File: src/verilog/fecf_cfg.svh
`ifndef FECF_CFG_SVH
`define FECF_CFG_SVH
// Operation
// Sector erase is six writes: two unlocks, 80 setup, two unlocks, sector address with 30.
// Erase target sector is chosen by the two top address bits only.
// Device pre-programs the sector itself; host gives no erase timing.
// After erase sequence a 50 us window accepts more sector erase writes.
// Window timed from last write strobe rise; status bit reports window state.
// Host spaces added sector erase writes under 50 us apart.
// Sectors may be added in any order and any number.
// Other writes in the window abort erase back to array read.
// Once erase runs, only Erase Suspend is accepted.
// Erase end returns to array read; poll and toggle bits report progress.
// Suspend code B0 valid only in sector erase or its window.
// Suspend in window is immediate; during erase within 20 us.
// Address with Erase Suspend is ignored.
// While suspended, reads and programs serve non-erasing sectors; erasing ones give status.
// Program in suspend reports via poll and first toggle bit.
// Autoselect allowed while suspended; leaving it returns to suspend.
// Resume code 30 continues erase; repeats ignored; suspend again allowed.
// F0 to any address resets; used to leave autoselect or after fail.
// Autoselect: AA@555, 55@2AA, 90@555, then a read at offset.
// Protection read gives 00h unprotected, 01h protected.
// Program: two unlocks, A0@555, then byte to its address.
// Host keeps gaps between command cycles below 50 us.
// Host writes with chip select and write strobe low, output strobe high.
// Wrong address, data or order returns device to array read.
// Poll bit reads 0 during erase, 1 when done or suspended.
// First toggle bit toggles each read while operation runs.
// Chip erase sixth write is 10 to the unlock address.
`define FECF_CLK_MHZ      125
`define FECF_GAP_NS       200
`define FECF_GAP_CYC      ((`FECF_GAP_NS * `FECF_CLK_MHZ + 999) / 1000)
`define FECF_STB_NS       48
`define FECF_STB_CYC      ((`FECF_STB_NS * `FECF_CLK_MHZ + 999) / 1000)
`define FECF_ADDR_UNLK1   17'h00555
`define FECF_ADDR_UNLK2   17'h002aa
`define FECF_D_UNLK1      8'haa
`define FECF_D_UNLK2      8'h55
`define FECF_D_ESETUP     8'h80
`define FECF_D_SECT       8'h30
`define FECF_D_CHIP       8'h10
`define FECF_D_PROG       8'ha0
`define FECF_D_AUTO       8'h90
`define FECF_D_RESET      8'hf0
`define FECF_D_SUSP       8'hb0
`define FECF_D_RESUME     8'h30
`define FECF_SECT_LSB     15
`define FECF_REG_CMD      4'h0
`define FECF_REG_ADDR     4'h1
`define FECF_REG_DATA     4'h2
`define FECF_REG_STAT     4'h3
`define FECF_REG_RDATA    4'h4
`define FECF_ST_BUSY      0
`define FECF_ST_WIN       1
`define FECF_ST_POLL      2
`define FECF_ST_TOGA      3
`define FECF_ST_TOGB      4
`define FECF_ST_FAIL      5
`endif

File: src/verilog/fecf_pkg.sv
`default_nettype none
package fecf_pkg;
  typedef enum logic [3:0] {
    FECF_OP_NONE    = 4'h0,
    FECF_OP_READ    = 4'h1,
    FECF_OP_RESET   = 4'h2,
    FECF_OP_AUTO    = 4'h3,
    FECF_OP_PROG    = 4'h4,
    FECF_OP_CHIP    = 4'h5,
    FECF_OP_SECT    = 4'h6,
    FECF_OP_ADDSECT = 4'h7,
    FECF_OP_SUSP    = 4'h8,
    FECF_OP_RESUME  = 4'h9
  } fecf_op_t;
  typedef struct packed {
    logic [16:0] addr;
    logic [7:0]  data;
    logic        rd;
  } fecf_cyc_t;
endpackage : fecf_pkg
`default_nettype wire

File: src/verilog/fecf_bus_if.sv
`timescale 1ns/1ps
`default_nettype none
interface fecf_bus_if;
  import fecf_pkg::*;
  logic        req;
  fecf_cyc_t   cyc;
  logic        done;
  logic [7:0]  rdata;
  modport seq (output req, output cyc, input done, input rdata);
  modport phy (input req, input cyc, output done, output rdata);
endinterface : fecf_bus_if
`default_nettype wire

File: src/verilog/fecf_cycle.sv
`timescale 1ns/1ps
`default_nettype none
`include "fecf_cfg.svh"
module fecf_cycle (
  input  wire logic  i_ref_clk,
  input  wire logic  i_rst,
  fecf_bus_if.phy    bus,
  input  wire logic [7:0]  i_dq_in,
  output logic      [16:0] o_addr,
  output logic      [7:0]  o_dq_out,
  output logic             o_dq_oe_n,
  output logic             o_cs_n,
  output logic             o_we_n,
  output logic             o_oe_n
);
  import fecf_pkg::*;
  typedef enum logic [2:0] {
    FECF_C_IDLE = 3'b001,
    FECF_C_STB  = 3'b010,
    FECF_C_GAP  = 3'b100
  } fecf_cst_t;
  fecf_cst_t   st, next_st;
  logic [7:0]  cnt, next_cnt;
  logic [16:0] next_addr;
  logic [7:0]  next_dq_out, rd, next_rd;
  logic        next_dq_oe_n, next_cs_n, next_we_n, next_oe_n, rdflag, next_rdflag, done, next_done;

  always_comb begin
    next_st = st;
    next_cnt = cnt;
    next_addr = o_addr;
    next_dq_out = o_dq_out;
    next_dq_oe_n = o_dq_oe_n;
    next_cs_n = o_cs_n;
    next_we_n = o_we_n;
    next_oe_n = o_oe_n;
    next_rd = rd;
    next_rdflag = rdflag;
    next_done = 1'b0;
    unique case (st)
      FECF_C_IDLE: if (bus.req) begin
        // Write needs CS and WE low with OE high
        next_addr = bus.cyc.addr;
        next_dq_out = bus.cyc.data;
        next_rdflag = bus.cyc.rd;
        next_dq_oe_n = bus.cyc.rd;
        next_cs_n = 1'b0;
        next_we_n = bus.cyc.rd;
        next_oe_n = ~bus.cyc.rd;
        next_cnt = 8'(`FECF_STB_CYC);
        next_st = FECF_C_STB;
      end
      FECF_C_STB: begin
        next_cnt = cnt - 8'h01;
        if (cnt == 8'h01) begin
          if (rdflag) next_rd = i_dq_in;
          next_cs_n = 1'b1;
          next_we_n = 1'b1;
          next_oe_n = 1'b1;
          next_cnt = 8'(`FECF_GAP_CYC);
          next_st = FECF_C_GAP;
        end
      end
      FECF_C_GAP: begin
        next_dq_oe_n = 1'b1;
        next_cnt = cnt - 8'h01;
        if (cnt == 8'h01) begin
          next_done = 1'b1;
          next_st = FECF_C_IDLE;
        end
      end
      default: next_st = FECF_C_IDLE;
    endcase
  end

  always_ff @(posedge i_ref_clk or posedge i_rst) begin
    if (i_rst) begin
      st <= FECF_C_IDLE;
      cnt <= 8'h00;
      o_addr <= 17'h00000;
      o_dq_out <= 8'h00;
      o_dq_oe_n <= 1'b1;
      o_cs_n <= 1'b1;
      o_we_n <= 1'b1;
      o_oe_n <= 1'b1;
      rd <= 8'h00;
      rdflag <= 1'b0;
      done <= 1'b0;
    end else begin
      st <= next_st;
      cnt <= next_cnt;
      o_addr <= next_addr;
      o_dq_out <= next_dq_out;
      o_dq_oe_n <= next_dq_oe_n;
      o_cs_n <= next_cs_n;
      o_we_n <= next_we_n;
      o_oe_n <= next_oe_n;
      rd <= next_rd;
      rdflag <= next_rdflag;
      done <= next_done;
    end
  end
  assign bus.done = done;
  assign bus.rdata = rd;
endmodule : fecf_cycle
`default_nettype wire

File: src/verilog/fecf_host.sv
// The placing of the registers and strobed register access were chosen for this implementation.
`timescale 1ns/1ps
`default_nettype none
`include "fecf_cfg.svh"
module fecf_host (
  input  wire logic        i_ref_clk,
  input  wire logic        i_rst,
  input  wire logic [3:0]  i_reg_addr,
  input  wire logic [31:0] i_reg_wdata,
  input  wire logic        i_reg_wr,
  input  wire logic        i_reg_rd,
  output logic      [31:0] o_reg_rdata,
  input  wire logic [7:0]  i_dq_in,
  output logic      [7:0]  o_dq_out,
  output logic             o_dq_oe_n,
  output logic      [16:0] o_addr,
  output logic             o_cs_n,
  output logic             o_we_n,
  output logic             o_oe_n
);
  import fecf_pkg::*;
  typedef enum logic [2:0] {
    FECF_H_IDLE = 3'b001,
    FECF_H_ISSUE = 3'b010,
    FECF_H_WAIT = 3'b100
  } fecf_hst_t;

  fecf_bus_if bus ();
  fecf_cycle u_cycle (
    .i_ref_clk (i_ref_clk),
    .i_rst     (i_rst),
    .bus       (bus),
    .i_dq_in   (i_dq_in),
    .o_addr    (o_addr),
    .o_dq_out  (o_dq_out),
    .o_dq_oe_n (o_dq_oe_n),
    .o_cs_n    (o_cs_n),
    .o_we_n    (o_we_n),
    .o_oe_n    (o_oe_n)
  );

  fecf_hst_t   st, next_st;
  fecf_op_t    op, next_op;
  logic [2:0]  idx, next_idx;
  logic [16:0] arg_addr, next_arg_addr;
  logic [7:0]  arg_data, next_arg_data, rdata, next_rdata, prev_st, next_prev_st;
  logic        busy, next_busy, req, next_req;
  fecf_cyc_t   cyc, next_cyc, cur;
  logic [2:0]  len;
  logic [31:0] next_reg_rdata;

  // Command sequence table: cycle idx of op
  always_comb begin
    cur = '{addr: `FECF_ADDR_UNLK1, data: `FECF_D_UNLK1, rd: 1'b0};
    len = 3'd1;
    unique case (op)
      FECF_OP_READ: begin
        cur = '{addr: arg_addr, data: 8'h00, rd: 1'b1};
      end
      FECF_OP_RESET: cur.data = `FECF_D_RESET;
      FECF_OP_SUSP: cur.data = `FECF_D_SUSP;
      FECF_OP_RESUME: cur.data = `FECF_D_RESUME;
      FECF_OP_ADDSECT: begin
        // Extra sector while window open
        cur = '{addr: {arg_addr[16:`FECF_SECT_LSB], 15'h0000}, data: `FECF_D_SECT,
                rd: 1'b0};
      end
      FECF_OP_AUTO, FECF_OP_PROG: begin
        len = 3'd4;
        unique case (idx)
          3'd0: cur = '{addr: `FECF_ADDR_UNLK1, data: `FECF_D_UNLK1, rd: 1'b0};
          3'd1: cur = '{addr: `FECF_ADDR_UNLK2, data: `FECF_D_UNLK2, rd: 1'b0};
          3'd2: cur = '{addr: `FECF_ADDR_UNLK1,
                        data: (op == FECF_OP_AUTO) ? `FECF_D_AUTO : `FECF_D_PROG, rd: 1'b0};
          default: cur = '{addr: arg_addr, data: arg_data, rd: (op == FECF_OP_AUTO)};
        endcase
      end
      FECF_OP_CHIP, FECF_OP_SECT: begin
        len = 3'd6;
        unique case (idx)
          3'd0, 3'd3: cur = '{addr: `FECF_ADDR_UNLK1, data: `FECF_D_UNLK1, rd: 1'b0};
          3'd1, 3'd4: cur = '{addr: `FECF_ADDR_UNLK2, data: `FECF_D_UNLK2, rd: 1'b0};
          3'd2: cur = '{addr: `FECF_ADDR_UNLK1, data: `FECF_D_ESETUP, rd: 1'b0};
          // Sector picked by top address bits
          default: cur = (op == FECF_OP_CHIP)
                   ? '{addr: `FECF_ADDR_UNLK1, data: `FECF_D_CHIP, rd: 1'b0}
                   : '{addr: {arg_addr[16:`FECF_SECT_LSB], 15'h0000},
                       data: `FECF_D_SECT, rd: 1'b0};
        endcase
      end
      default: len = 3'd1;
    endcase
  end

  always_comb begin
    next_st = st;
    next_op = op;
    next_idx = idx;
    next_arg_addr = arg_addr;
    next_arg_data = arg_data;
    next_rdata = rdata;
    next_prev_st = prev_st;
    next_busy = busy;
    next_req = 1'b0;
    next_cyc = cyc;
    if (i_reg_wr && i_reg_addr == `FECF_REG_ADDR) next_arg_addr = i_reg_wdata[16:0];
    if (i_reg_wr && i_reg_addr == `FECF_REG_DATA) next_arg_data = i_reg_wdata[7:0];
    unique case (st)
      FECF_H_IDLE: if (i_reg_wr && i_reg_addr == `FECF_REG_CMD &&
                       fecf_op_t'(i_reg_wdata[3:0]) != FECF_OP_NONE) begin
        next_op = fecf_op_t'(i_reg_wdata[3:0]);
        next_idx = 3'd0;
        next_busy = 1'b1;
        next_st = FECF_H_ISSUE;
      end
      FECF_H_ISSUE: begin
        // Cycles follow back to back, gap far under 50 us
        next_cyc = cur;
        next_req = 1'b1;
        next_st = FECF_H_WAIT;
      end
      FECF_H_WAIT: if (bus.done) begin
        if (cyc.rd) begin
          next_rdata = bus.rdata;
          // Toggle bits compared between reads
          next_prev_st = rdata;
        end
        if (idx == len - 3'd1) begin
          next_busy = 1'b0;
          next_st = FECF_H_IDLE;
        end else begin
          next_idx = idx + 3'd1;
          next_st = FECF_H_ISSUE;
        end
      end
      default: next_st = FECF_H_IDLE;
    endcase
  end

  assign bus.req = req;
  assign bus.cyc = cyc;

  always_comb begin
    next_reg_rdata = 32'h00000000;
    if (i_reg_rd) begin
      unique case (i_reg_addr)
        `FECF_REG_CMD:   next_reg_rdata = {28'h0000000, op};
        `FECF_REG_ADDR:  next_reg_rdata = {15'h0000, arg_addr};
        `FECF_REG_DATA:  next_reg_rdata = {24'h000000, arg_data};
        // Host busy plus decoded status of last read
        `FECF_REG_STAT:  next_reg_rdata = {26'h0000000, rdata[5],
                                           rdata[2] ^ prev_st[2], rdata[6] ^ prev_st[6],
                                           rdata[7], rdata[3], busy};
        `FECF_REG_RDATA: next_reg_rdata = {24'h000000, rdata};
        default:         next_reg_rdata = 32'h00000000;
      endcase
    end
  end

  always_ff @(posedge i_ref_clk or posedge i_rst) begin
    if (i_rst) begin
      st <= FECF_H_IDLE;
      op <= FECF_OP_NONE;
      idx <= 3'd0;
      arg_addr <= 17'h00000;
      arg_data <= 8'h00;
      rdata <= 8'h00;
      prev_st <= 8'h00;
      busy <= 1'b0;
      req <= 1'b0;
      cyc <= '0;
      o_reg_rdata <= 32'h00000000;
    end else begin
      st <= next_st;
      op <= next_op;
      idx <= next_idx;
      arg_addr <= next_arg_addr;
      arg_data <= next_arg_data;
      rdata <= next_rdata;
      prev_st <= next_prev_st;
      busy <= next_busy;
      req <= next_req;
      cyc <= next_cyc;
      o_reg_rdata <= next_reg_rdata;
    end
  end
endmodule : fecf_host
`default_nettype wire

File: config.mk
export PLATFORM = sky130hd
export DESIGN_NAME = fecf_host
export DESIGN_NICKNAME = d
export VERILOG_FILES = /design/src/verilog/fecf_pkg.sv /design/src/verilog/fecf_bus_if.sv /design/src/verilog/fecf_cycle.sv /design/src/verilog/fecf_host.sv
export VERILOG_INCLUDE_DIRS = /design/src /design/src/verilog
export SDC_FILE = /design/constraint.sdc
export NUM_CORES = 1
export LEC_CHECK = 0
export ABC_AREA = 1
export BUFFER_PORTS_ARGS = -buffer_cell sky130_fd_sc_hd__buf_4
export CAP_MARGIN = 20
export CORE_UTILIZATION = 55
export CTS_BUF_LIST = sky130_fd_sc_hd__clkbuf_16
export DETAILED_ROUTE_END_ITERATION = 8
export GPL_ROUTABILITY_DRIVEN = 0
export PLACE_DENSITY_LB_ADDON = 0.2
export SLEW_MARGIN = 20
export SYNTH_ARGS = -nofsm -noshare
export SYNTH_HDL_FRONTEND = slang
export SYNTH_SLANG_ARGS = --single-unit
File: constraint.sdc
create_clock -name i_ref_clk -period 6 [get_ports i_ref_clk]
set_input_delay 0.6 -clock i_ref_clk [delete_from_list [all_inputs] [get_ports i_ref_clk]]
set_output_delay 0.6 -clock i_ref_clk [all_outputs]
set_load 0.01 [all_outputs]
==> flow_metrics.env <==
export IMPL_status="completed"
export IMPL_multi_input_area_sq_um=2390
export IMPL_numCtsBuffers=17
export IMPL_first_iter_violations=473
export IMPL_hold_path_class="primary input to async pin"
export IMPL_synth_area_top_cells="dfrtp_1 (52%), nand2_1 (8.6%), o21ai_0 (5.7%), inv_1 (5.6%), nor2_1 (4.8%)"
export IMPL_layout_common_cells="nand2_1 (148), dfrtp_1 (134), inv_1 (102)"
export IMPL_netlist_instances=741
export IMPL_cts_resized_gates=0
export IMPL_drv_cap=0
export IMPL_clkSinkCount=140
export IMPL_vdd_drop_max_v=0.000218
export IMPL_avgSynthCellArea_sq_um=8.67
export IMPL_synth_top_area_share_pct=52.2
export IMPL_ant_nets=0
export IMPL_antenna_cells=0
export IMPL_start_util_pct=56.3
export IMPL_grt_start_max_net_pins=86
export IMPL_skew_ns=0.00904
export IMPL_drt_first_pass_iters=7
export IMPL_routed_via_density=5.25
export IMPL_yosysUniqueCellTypes=44
export IMPL_ys_flop_type="dfrtp_1"
export IMPL_finalInstanceArea_sq_um=7620
export IMPL_ios=109
export IMPL_post_route_period_util_pct=36.0
export IMPL_seq_area_sq_um=3510
export IMPL_core_sq_um=11400
export IMPL_die_h_um=110
export IMPL_dpl_hpwl_mm=10.1
export IMPL_slew_violations=0
export IMPL_port_buffers=78
export IMPL_ctsHoldBuffers=0
export IMPL_grtUsageTotal_pct=25.4
export IMPL_critical_path_class="flip-flop to flip-flop"
export IMPL_finalHoldViolations=0
export IMPL_reg2regPathDepth=11
export IMPL_crit_fanout=16
export IMPL_yosysSeqAreaShare_pct=54.6
export IMPL_power_density_nw_per_um2=422
export IMPL_relSlewSlack_pct=50.9
export IMPL_final_common_cell="nand2_1"
export IMPL_clk_latency_ns=0.42
export IMPL_p_leak_nw=3.97
export IMPL_yosys_register_bits=140
export IMPL_drive_gt1_share_pct=19.1
export IMPL_rows=39
export IMPL_period_needed_ns=2.16
export IMPL_die_w_um=110
export IMPL_clk_path_buf_depth=2
export IMPL_path_clk_slew_ns=0.05
export IMPL_die_area_sq_um=12100
export IMPL_nets=878
export IMPL_wl_per_cell_um=14.3
export IMPL_total_power_mw=3.22
export IMPL_drc_errors=0
export IMPL_worstMarginPinSlew_ns=0.736
export IMPL_place_ws_ns=3.82
export IMPL_rsz0062_at_grt="false"
export IMPL_worst_setup_path_end_kind="flip-flop"
export IMPL_cts_root_buf="clkbuf_16"
export IMPL_critical_path_arrival_ns=2.45
export IMPL_synth_area_leader_cell="dfrtp_1"
export IMPL_grt_pass1_vias=4758
export IMPL_detailed_place_area_sq_um=7090
export IMPL_antenna_found_initial=0
export IMPL_fmax_ghz=0.462
export IMPL_synth_edf_count=0
export IMPL_timing_rr_start="idx[0]"
export IMPL_yosys_warnings=0
export IMPL_htreeDepth=4
export IMPL_via_count=5143
export IMPL_grt_remaining_overflow=0
export IMPL_grt_pass1_wl_mm=22.9
export IMPL_fillers=945
export IMPL_synthesis_area_sq_um=6420
export IMPL_fin_tns_setup_ns=0
export IMPL_crit_required_ns=6.29
export IMPL_routed_wl_mm=14.0
export IMPL_syn_to_final_growth_pct=18.6
export IMPL_cts_tree="built"
export IMPL_async_reset_ff_share_pct=100
export IMPL_timing_final_ws_setup_ns=3.84
export IMPL_setup_viol=0
export IMPL_cts_setup_buffers=0
export IMPL_r2r_end="bus.cyc[14]"
export IMPL_reg2reg_slack_ns=3.84
export IMPL_cp_start_kind="flip-flop"
-- sequential cells by signal, indices dropped and copies added, names as in the netlist, 4 cells and up --
| name | flops |
|---|---|
| arg_addr | 17 |
| u_cycle.o_addr | 17 |
| u_cycle.cnt | 8 |
| u_cycle.o_dq_out | 8 |
| bus.cyc | 26 |
| arg_data | 8 |
| op | 4 |
| u_cycle.bus.rdata | 8 |
| o_reg_rdata | 17 |
| rdata | 8 |
-- critical path, cell delays in order, from the launching register on --
cell      delay, ns
dfrtp_1        0.42
inv_1          0.20
ha_1           0.27
o21ai_2        0.06
nand2_1        0.34
nand2_1        0.14
nand2_2        0.13
inv_2          0.07
o21ai_0        0.07
o211ai_1       0.16
nand2_1        0.10
o21ai_0        0.07
-- report_power, final --
part / internal, mW / switching (mW) / leakage, nW
sequential: 1.19 / 0.155 / 1.78
clock: 0.554 / 0.374 / 0.283
combinational: 0.349 / 0.597 / 1.91
total: 2.09 / 1.13 / 3.97
-- stage by stage --
stage	hold WS (ns)	cells	util, %
after floorplan	0.408	755	-
final	0.238	979	66.7
after CTS	0.243	979	66.7
after global placement	0.418	947	62.1
after global routing	0.274	979	66.7
after detailed placement	0.441	947	62.1
-- worst max path at each step --
stage,slack (ns),cells after the start,start,end
after floorplan,1.66,1,i_rst,arg_addr[0]
after global placement,3.88,3,i_rst,u_cycle.bus.rdata[5]
after detailed placement,3.82,3,i_rst,u_cycle.bus.rdata[5]
after CTS,3.86,9,idx[0],bus.cyc[10]
after global routing,3.66,11,idx[0],bus.cyc[11]
final,3.84,11,idx[0],bus.cyc[14]
-- area by class of cell --
type,instances,share of cell area (%)
Clock buffer,17,5.58
Clock inverter,15,1.31
Inverter,104,5.19
Multi-Input combinational cell,479,31.4
Sequential cell,140,46.1
Tap cell,143,2.35
Timing Repair Buffer,81,8.03
-- kinds of logic after synthesis --
family          after synthesis  synth area share (%)
fa+ha+maj                     7                  1.36
flops                       140                  54.6
mux                           6                  1.05
xor+xnor                      4                 0.545
other cells                   1                0.0584
simple gates                311                  21.8
buf+inv                     136                  8.90
compound gates              136                  11.7
-- cell usage after synthesis (3+ instances only) --
library cell,count
nand2_1,148
dfrtp_1,134
inv_1,96
nor2_1,82
o21ai_0,73
nand3_1,27
a21oi_1,26
buf_4,15
clkbuf_1,11
nand2_2,9
nand4_1,9
o22ai_1,9
inv_2,8
nor2_2,8
nor3_1,8
o21ai_1,8
ha_1,7
dfstp_2,6
mux2_2,6
o211ai_1,6
a211oi_1,4
buf_2,4
nand2_4,4
a31oi_1,3
nand3_2,3
-- layer usage --
metal  global-route usage, %  share of wire (%)  vias up
met4                    12.7                3.0        0
met3                    6.17                5.3       38
li1                        -                  -     2513
met1                    34.3                 46     2408
met2                    38.4                 46      184
met5                       0                  0        -
Note: power is estimated with default switching activity, not from simulation.
